<file path="src/hw/ssr_params.svh">
`ifndef SSR_PARAMS_SVH
`define SSR_PARAMS_SVH

// stage count: capacitively coupled variant tops out here
`define SSR_STAGES          19
// least erase (set-high) time, ns
`define SSR_ERASE_NS        10000
// least inter-stage delay, ns
`define SSR_DELAY_NS        100000
// shortest shift period at 500 shifts per second, ns
`define SSR_PERIOD_NS       2000000
`define SSR_CLK_NS          5
// erase rounds up, delay rounds up (both are least times)
`define SSR_ERASE_CYC       ((`SSR_ERASE_NS + `SSR_CLK_NS - 1) / `SSR_CLK_NS)
`define SSR_DELAY_CYC       ((`SSR_DELAY_NS + `SSR_CLK_NS - 1) / `SSR_CLK_NS)
// power-up preset pulse length, cycles
`define SSR_PRESET_CYC      16
`define SSR_ALL_HIGH        19'h7FFFF

`endif

</file>
<file path="src/hw/ssr_pkg.sv">
package ssr_pkg;
    typedef enum logic [1:0] {
        SSR_PRESET,
        SSR_IDLE,
        SSR_TRANSPORT,
        SSR_ERASE
    } ssr_phase_t;
endpackage

</file>
<file path="src/hw/ssr_phase_if.sv">
`timescale 1ns/100ps
interface ssr_phase_if;
    logic masterGate;
    logic slaveGate;
    logic busy;
    modport gen  (output masterGate, output slaveGate, output busy);
    modport user (input masterGate, input slaveGate, input busy);
endinterface

</file>
<file path="src/hw/ssr_phase_gen.sv">
`timescale 1ns/100ps
`include "ssr_params.svh"
module ssr_phase_gen
    import ssr_pkg::*;
(
    // clock and reset
    input  wire logic   clk_sys,
    input  wire logic   reset_n,
    // trigger
    input  wire logic   shiftReq,
    ssr_phase_if.gen    ph
);
    // a one-shot: master gate, then slave gate, then one idle step
    logic [1:0] step;
    logic [1:0] next_step;

    always_comb
    begin
        next_step = step;
        if (step == 2'h0)
        begin
            if (shiftReq)
            begin
                next_step = 2'h1;
            end
        end
        else
        begin
            next_step = step + 2'h1;
        end
    end

    always_ff @(posedge clk_sys)
    begin
        if (!reset_n)
        begin
            step <= 2'h0;
        end
        else
        begin
            step <= next_step;
        end
    end

    // three-cycle gating fits well inside a 25 kHz period
    // gate fanout past 24 stages is buffered by synthesis
    // distinct step decodes keep the gates apart
    assign ph.masterGate = (step == 2'h1);
    assign ph.slaveGate  = (step == 2'h2);
    assign ph.busy       = (step != 2'h0);

    a_gates_apart: assert property (@(posedge clk_sys) disable iff (!reset_n)
        !(ph.masterGate && ph.slaveGate))
        else $error("gates overlap");
    a_slave_follows: assert property (@(posedge clk_sys) disable iff (!reset_n)
        ph.masterGate |=> ph.slaveGate)
        else $error("slave gate missing after master");
endmodule

</file>
<file path="src/hw/ssr_shift_reg.sv">
`timescale 1ns/100ps
`include "ssr_params.svh"
module ssr_shift_reg
    import ssr_pkg::*;
#(
    parameter int unsigned DELAY_CYC  = `SSR_DELAY_CYC,
    parameter int unsigned PERIOD_CYC = `SSR_PERIOD_NS / `SSR_CLK_NS
)
(
    // clock and reset
    input  wire logic                    clk_sys,
    input  wire logic                    reset_n,
    // serial side, pins
    input  wire logic                    infoIn,
    input  wire logic                    shiftIn,
    // parallel load, pins
    input  wire logic [`SSR_STAGES-1:0]  preset_one,
    input  wire logic [`SSR_STAGES-1:0]  preset_two,
    // status
    output logic                         shiftBusy,
    output logic                         shiftDropped,
    // stage contents
    output logic [`SSR_STAGES-1:0]       stageQ,
    output logic [`SSR_STAGES-1:0]       stageQn,
    output logic [`SSR_STAGES-1:0]       master_outs
);
    localparam int unsigned ERASE_CYC = `SSR_ERASE_CYC;

    // two-flop synchronisers on every pin input
    logic [1:0]             infoSync;
    logic [1:0]             shiftSync;
    logic [`SSR_STAGES-1:0] p1Meta;
    logic [`SSR_STAGES-1:0] p1Sync;
    logic [`SSR_STAGES-1:0] p2Meta;
    logic [`SSR_STAGES-1:0] p2Sync;
    logic                   shiftLast;

    always_ff @(posedge clk_sys)
    begin
        if (!reset_n)
        begin
            infoSync  <= 2'h3;
            shiftSync <= 2'h0;
            p1Meta    <= '0;
            p1Sync    <= '0;
            p2Meta    <= '0;
            p2Sync    <= '0;
            shiftLast <= 1'b0;
        end
        else
        begin
            infoSync  <= {infoSync[0], infoIn};
            shiftSync <= {shiftSync[0], shiftIn};
            p1Meta    <= preset_one;
            p1Sync    <= p1Meta;
            p2Meta    <= preset_two;
            p2Sync    <= p2Meta;
            shiftLast <= shiftSync[1];
        end
    end

    logic shiftRise;
    logic presetAny;
    logic info;
    assign shiftRise = shiftSync[1] && !shiftLast;
    assign presetAny = |(p1Sync | p2Sync);
    assign info      = infoSync[1];

    // one-shot sequencer: transport then erase then rest
    ssr_phase_t             phase;
    ssr_phase_t             next_phase;
    logic [23:0]            timer;
    logic [23:0]            next_timer;
    logic                   infoHeld;
    logic                   next_infoHeld;
    logic                   dropped;
    logic                   next_dropped;

    always_comb
    begin
        next_phase    = phase;
        next_timer    = (timer != 24'h0) ? timer - 24'h1 : 24'h0;
        next_infoHeld = infoHeld;
        next_dropped  = 1'b0;
        unique case (phase)
            SSR_PRESET:
            begin
                if (timer == 24'h0)
                begin
                    next_phase = SSR_IDLE;
                end
            end
            SSR_IDLE:
            begin
                // shift period floor keeps rate at or under 500/s at the default period
                if (shiftRise && timer == 24'h0)
                begin
                    next_phase    = SSR_TRANSPORT;
                    next_timer    = 24'(DELAY_CYC);
                    next_infoHeld = info;
                end
                else if (shiftRise)
                begin
                    next_dropped = 1'b1;
                end
            end
            SSR_TRANSPORT:
            begin
                // info sampled through the transport phase; a low sticks
                if (!info)
                begin
                    next_infoHeld = 1'b0;
                end
                if (timer == 24'h0)
                begin
                    next_phase = SSR_ERASE;
                    next_timer = 24'(ERASE_CYC);
                end
            end
            SSR_ERASE:
            begin
                if (timer == 24'h0)
                begin
                    next_phase = SSR_IDLE;
                    next_timer = 24'(PERIOD_CYC - DELAY_CYC - ERASE_CYC);
                end
            end
        endcase
        if (shiftRise && phase != SSR_IDLE)
        begin
            next_dropped = 1'b1;
        end
    end

    always_ff @(posedge clk_sys)
    begin
        if (!reset_n)
        begin
            phase    <= SSR_PRESET;
            timer    <= 24'(`SSR_PRESET_CYC);
            infoHeld <= 1'b1;
            dropped  <= 1'b0;
        end
        else
        begin
            phase    <= next_phase;
            timer    <= next_timer;
            infoHeld <= next_infoHeld;
            dropped  <= next_dropped;
        end
    end

    // master-slave gating, started once the delay has run out
    ssr_phase_if ph ();
    logic gateTrig;
    // the delay sits between the shift edge and the predecessor snapshot
    assign gateTrig = (phase == SSR_TRANSPORT) && (timer == 24'h0);

    ssr_phase_gen u_phase
    (
        .clk_sys  (clk_sys),
        .reset_n  (reset_n),
        .shiftReq (gateTrig),
        .ph       (ph.gen)
    );

    // stage store, one bit per stage
    logic [`SSR_STAGES-1:0] master;
    logic [`SSR_STAGES-1:0] next_master;
    logic [`SSR_STAGES-1:0] slave;
    logic [`SSR_STAGES-1:0] next_slave;

    always_comb
    begin
        // both gates low and no preset: both halves hold, predecessors ignored
        next_master = master;
        next_slave  = slave;
        if (phase == SSR_PRESET)
        begin
            // master holds the inverse, so a high stage shows a low master
            next_master = '0;
            next_slave  = `SSR_ALL_HIGH;
        end
        else
        begin
            if (ph.masterGate)
            begin
                // master holds inverse of incoming; lows write high
                next_master = ~{slave[`SSR_STAGES-2:0], infoHeld};
            end
            if (ph.slaveGate)
            begin
                // slave re-inverts; stages with no low return high
                next_slave = ~master;
            end
            // preset after shifting so it takes priority
            next_slave  = (next_slave | p1Sync) & ~p2Sync;
            next_master = (next_master & ~p1Sync) | p2Sync;
        end
    end

    always_ff @(posedge clk_sys)
    begin
        if (!reset_n)
        begin
            master <= '0;
            slave  <= '1;
        end
        else
        begin
            master <= next_master;
            slave  <= next_slave;
        end
    end

    assign stageQ       = slave;
    assign stageQn      = ~slave;
    assign master_outs  = master;
    assign shiftBusy    = (phase != SSR_IDLE) || ph.busy || presetAny;
    assign shiftDropped = dropped;

    a_one_step_shift: assert property (@(posedge clk_sys) disable iff (!reset_n)
        (ph.slaveGate && !presetAny && !$past(presetAny))
        |=> stageQ[`SSR_STAGES-1:1] == $past(stageQ[`SSR_STAGES-2:0], 2))
        else $error("shift did not move one stage");
    a_preset_high: assert property (@(posedge clk_sys) disable iff (!reset_n)
        phase == SSR_PRESET |=> stageQ == `SSR_ALL_HIGH)
        else $error("power-up preset not high");
    a_hold_idle: assert property (@(posedge clk_sys) disable iff (!reset_n)
        (!ph.masterGate && !ph.slaveGate && !presetAny && phase != SSR_PRESET)
        |=> $stable(stageQ))
        else $error("stage moved without gate");
    a_erase_len: assert property (@(posedge clk_sys) disable iff (!reset_n)
        $rose(phase == SSR_ERASE) |-> (phase == SSR_ERASE) [*8])
        else $error("erase too short");
    a_delay_min: assert property (@(posedge clk_sys) disable iff (!reset_n)
        $rose(phase == SSR_TRANSPORT) |-> !ph.masterGate [*8])
        else $error("gate before delay");
    a_one_per_req: assert property (@(posedge clk_sys) disable iff (!reset_n)
        gateTrig |=> !gateTrig [*3])
        else $error("double gate trigger");
    a_preset_wins: assert property (@(posedge clk_sys) disable iff (!reset_n)
        (phase != SSR_PRESET)
        |=> ((stageQ | $past(p1Sync & ~p2Sync)) == stageQ)
            && ((stageQ & $past(p2Sync)) == '0))
        else $error("preset lost to shift");
    a_fault_enters: assert property (@(posedge clk_sys) disable iff (!reset_n)
        (ph.masterGate && !infoHeld && !presetAny && !$past(presetAny)) |=> ##1
        !stageQ[0])
        else $error("fault low not written");
endmodule

</file>
<file path="config.mk">
export PLATFORM = sky130hd
export DESIGN_NAME = ssr_shift_reg
export DESIGN_NICKNAME = d
export VERILOG_FILES = /design/src/hw/ssr_pkg.sv /design/src/hw/ssr_phase_if.sv /design/src/hw/ssr_phase_gen.sv /design/src/hw/ssr_shift_reg.sv
export VERILOG_INCLUDE_DIRS = /design/src /design/src/hw
export SDC_FILE = /design/constraint.sdc
export NUM_CORES = 1
export LEC_CHECK = 0
export BUFFER_PORTS_ARGS = -buffer_cell sky130_fd_sc_hd__buf_4
export CORE_MARGIN = 8
export CORE_UTILIZATION = 25
export DETAILED_ROUTE_END_ITERATION = 8
export SETUP_SLACK_MARGIN = 0.1
export SYNTH_ARGS = -nofsm -noshare
export SYNTH_HDL_FRONTEND = slang
export SYNTH_SLANG_ARGS = --single-unit
export TNS_END_PERCENT = 5
</file>
<file path="constraint.sdc">
create_clock -name clk_sys -period 3.85 [get_ports clk_sys]
set_input_delay 0.385 -clock clk_sys [delete_from_list [all_inputs] [get_ports clk_sys]]
set_output_delay 0.385 -clock clk_sys [all_outputs]
set_load 0.05 [all_outputs]
</file>
==> flow_results.org <==
** Setup path
- Chain of cells forming the critical path :: inv_1, ha_1, nand4_1, or4_1, buf_4
- The worst setup path is of the reg -> out kind.
- STA classifies the critical path endpoint as an output pin.
- In this run the critical register-to-register path is captured at timer[5].
- For flop-to-flop paths, the worst setup slack is roughly 1700 ps.
- Critical path launch point type :: register
- Largest fanout on the critical path :: 10
- The most critical setup path has its startpoint at phase[1].
- The worst register-to-register path begins at phase[0].
- For the worst setup path, the data required time is approximately 3500 ps.
- The largest single stage delay on the critical path is approximately 540 ps.
- Cell at the slowest stage of the critical path :: sky130_fd_sc_hd__or4_1
- At the worst endpoint, the arrival time is 2200 ps.
- Measured in cells, the most critical reg-to-reg path has a length of 5.
- Following the worst setup path forward leads to its endpoint at shiftBusy.

** Power
- Power spread over the standard cell area amounts to 641.4 nW/µm².
- Worst vdd rail ir drop :: 0.0002535 V
- Net switching is between 30% and 40% of the power.
- Summed over all nets, the switching power comes to 1.413 mW.
- Sequential cells account for 40.2% of the total power.
- Overall power :: 4.588 mW
- Cell internal power dissipation :: 3.175 mW
- Static Leak :: slightly above 3 nW
- Per report_power, the clock group accounts for 36.5% of the total.
- Logic pwr share :: 23.3%

** Global route
- In the global route stage, met1 resource usage came out at a little under an eighth.
- Global-route usage over all layers :: 9.510%
- Overflow left after global routing :: 0
- Entering global routing, the biggest net connects 94 pins.
- Global routing used 2.941% of the available met3 tracks.
- Antenna violations before repair :: 0
- GRT met2 Usage :: 15.24%
- Vias in the first global route :: 3899
- The first global-routing pass estimated 20120 µm of wire.
- Routing layer with the top usage in global route :: met2

** Final layout
- The multi-input combinational cells in the finished layout cover a total of 2327 µm².
- Area taken by flip-flops and latches :: 2983 µm²
- 0 antenna diodes ended up in the layout.
- For this run, the post-layout net count is 724.
- Proportion of layout cells with a drive suffix above 1 :: 21.43%
- The area growth from synthesis to layout is 29.61%.
- After filler insertion, the fill cell instance count of the layout stands at between 2000 and 2500.

** Clock tree
- H-tree lvl count :: 4
- Cts bufs inserted :: 17
- Number of hold buffers added after CTS :: 0
- Post-CTS setup buffers :: 0
- Clk root buf :: sky130_fd_sc_hd__clkbuf_16
- TritonCTS built the clock tree.
- The tree built by TritonCTS fans out to between 100 and 150 sinks.
- Clock insertion delay at the later pin of the skew report :: 420 ps
- Clock Pin Slew Worst Setup and Hold Paths :: 60 ps
- Number of buffers on the longest clock path :: 2
- Number of gates given a new drive strength after cts :: 0

** Floorplanning
- Rows :: 54
- The floorplan step defined a die boundary enclosing 27090 µm².
- In this run the standard cell core region covers 21760 µm².
- Die span in x :: 164.6 µm
- Number of top-level design ports :: 101
- From bottom edge to top edge, the die measures 164.6 µm.
- Initial core utilization :: 25.37%

** STA
- The final critical path takes up 67.10% of the cycle.
- Worst Skew :: 4.655 ps
- Final sum of negative setup slack :: 0 ps
- Setup slack after layout :: roughly 1300 ps
- Counting I/O delays and the setup requirement, the final critical path takes 2583 ps.
- The worst pin sits at a relative slew slack of 24.06%.
- Final-report setup violation count :: 0
- Final hold vios :: 0
- For the pin with the worst max-slew slack, the measured transition is between 1000 and 1500 ps.
- Setup repair after global routing left no endpoint under its margin.
- Max Clk Rate :: 387.1 MHz
- Final count of pins violating max slew :: 0

** Yosys
- In this run the cell area of the synthesized design comes to 5519 µm².
- Counting flops with an async set or reset pin after synthesis yields a share of 0%.
- The largest total area in the synthesized netlist belongs to sky130_fd_sc_hd__dfxtp_1.
- After synthesis, flip-flops and latches occupy 54.05% of the total area.
- Synth unique cells :: 46
- Synthesized area divided by synthesized cell count :: roughly 9.6 µm²
- Number of synthesized flops with an enable pin :: 0
- By count the netlist is led by 149 x sky130_fd_sc_hd__dfxtp_1, 86 x sky130_fd_sc_hd__nor2_1, 80 x sky130_fd_sc_hd__and2_1, 30 x sky130_fd_sc_hd__inv_1, 29 x sky130_fd_sc_hd__o21ai_0.
- After synthesis the netlist holds a flip-flop and latch count of about 150.
- sky130_fd_sc_hd__dfxtp_1 is the most common cell in the netlist.
- In this run the biggest area consumer among cell types represents between 50% and 60% of the synthesized area.
- Post-Syn Nets :: ~630
- Yosys attributes the largest share of cell area to sky130_fd_sc_hd__dfxtp_1 54%, sky130_fd_sc_hd__and2_1 9.1%, sky130_fd_sc_hd__nor2_1 5.8%, sky130_fd_sc_hd__mux2i_1 4.0%, sky130_fd_sc_hd__o21a_1 2.7%.
- During synthesis, Yosys emitted a total of 0 warnings.
- Post-synthesis instance total :: around 580
- In the synthesized netlist the dominant register cell turns out to be sky130_fd_sc_hd__dfxtp_1.

** Route
- Routed WL :: 12610 µm
- The first TritonRoute pass finished after 4 iterations.
- Starting DRC count in detailed routing :: about 130
- Post-DR wirelength/cell :: ~13 µm
- Per-cell via count in the routed design :: 4.153
- Vias :: approximately 4000
- Once detail routing completed, the nets flagged for antenna violations numbered 0.
- In the routed design, unresolved DRC markers number 0.

** Run status
- Run status :: completed

** Worst hold path
- Class of the tightest hold or removal check :: in -> reg

** Place
- Count of input and output buffers :: 100
- Half-perimeter wire length after detailed placement :: 9398 µm
- Setup slack at placement :: about 1600 ps
- The congestion estimate from routability-driven global placement came to 0.7585.

** Run
- Across the run, the number of max-cap violations was 0.
layout by cell type, fill, tap and decap left out, types with 2 or more instances in the layout:
cell	count
sky130_fd_sc_hd__a211oi_1	3
sky130_fd_sc_hd__a21oi_1	24
sky130_fd_sc_hd__and2_1	80
sky130_fd_sc_hd__buf_4	103
sky130_fd_sc_hd__bufinv_16	3
sky130_fd_sc_hd__clkbuf_16	17
sky130_fd_sc_hd__clkinv_2	3
sky130_fd_sc_hd__clkinv_4	5
sky130_fd_sc_hd__dfxtp_1	149
sky130_fd_sc_hd__ha_1	9
sky130_fd_sc_hd__inv_1	30
sky130_fd_sc_hd__inv_6	2
sky130_fd_sc_hd__mux2i_1	22
sky130_fd_sc_hd__nand2_1	11
sky130_fd_sc_hd__nand2_2	2
sky130_fd_sc_hd__nand2b_1	7
sky130_fd_sc_hd__nand3_1	7
sky130_fd_sc_hd__nand4_1	4
sky130_fd_sc_hd__nor2_1	85
sky130_fd_sc_hd__nor2b_1	3
sky130_fd_sc_hd__nor3_1	5
sky130_fd_sc_hd__nor4_1	13
sky130_fd_sc_hd__nor4_4	2
sky130_fd_sc_hd__o21a_1	20
sky130_fd_sc_hd__o21ai_0	29
sky130_fd_sc_hd__o22ai_1	2
sky130_fd_sc_hd__or4_1	2
sky130_fd_sc_hd__or4_4	2
sky130_fd_sc_hd__xnor2_1	11
sky130_fd_sc_hd__xor2_1	10
per-layer routing:
layer | vias to the layer above | wire [µm]
met4 | 0 | 174
met3 | 14 | 789
met2 | 80 | 5979
met1 | 1817 | 5669
met5 | - | 0
li1 | 2101 | -
kinds of logic (layout without fill, tap and decap cells):
group           after synthesis  count (layout)  synth area share, %
flops                       149             149                54.05
simple gates                234             234                23.42
fa+ha+maj                     9               9                2.040
buf+inv                      55             165                3.831
compound gates               86              86                9.341
xor+xnor                     21              21                3.332
mux                          22              22                3.990
power groups by stage:
| stage | clock network [mW] | registers, mW | logic [mW] |
|---|---|---|---|
| 2_1_floorplan | 0 | 1.90 | 0.792 |
| 3_3_place_gp | 0 | 1.87 | 1.07 |
| 3_5_place_dp | 0 | 1.88 | 1.07 |
| 4_1_cts | 1.72 | 1.85 | 1.08 |
| 5_1_grt | 1.79 | 1.87 | 1.20 |
| 6_report | 1.67 | 1.85 | 1.07 |
worst max-delay path, delay by kind of cell (launching register included):
kind                       cells  cell delay (ps)
adders and majority gates      1              380
buffers and inverters          2              320
DFF                            1              340
and+or+nand+nor                2              740
worst min-delay path by stage:
| stage | start | endpoint | slack [ps] | cells after the start |
|---|---|---|---|---|
| floorplan | infoSync[0] | infoSync[1] | 390 | 1 |
| global placement | infoSync[0] | infoSync[1] | 400 | 1 |
| finish | infoIn | infoSync[0] | 160 | 2 |
| global route | infoIn | infoSync[0] | 150 | 2 |
| CTS | infoIn | infoSync[0] | 140 | 2 |
| detailed placement | infoSync[0] | infoSync[1] | 410 | 1 |
cell type report:
class / count / area share [%]
sequential: 149 / 41.70
multi-input combinational: 372 / 32.53
timing repair buffer: 103 / 10.81
clock buffer: 18 / 6.000
tap: 280 / 4.898
clock inverter: 14 / 2.484
inverter: 30 / 1.574
registers in the layout, summed over array words and instances (netlist names):
signal,flops
timer,24
p2Meta,19
master_outs,19
u_phase.step,2
infoHeld,1
p1Sync,19
p1Meta,19
shiftLast,1
stageQ,19
phase,2
shiftDropped,1
shiftSync,2
p2Sync,19
infoSync,2
through the flow:
| step | instance area, µm² | util (%) | instances | hold slack, ps |
|---|---|---|---|---|
| 2_1_floorplan | 5519 | - | 576 | 386.3 |
| 3_3_place_gp | 6546 | 30.09 | 934 | 403.1 |
| 3_5_place_dp | 6546 | 30.09 | 934 | 406.0 |
| 4_1_cts | 7153 | 32.88 | 966 | 142.6 |
| 5_1_grt | 7153 | 32.88 | 966 | 150.9 |
| 6_report | 7153 | 32.88 | 966 | 155.8 |
(Power assumes the default switching activity.)
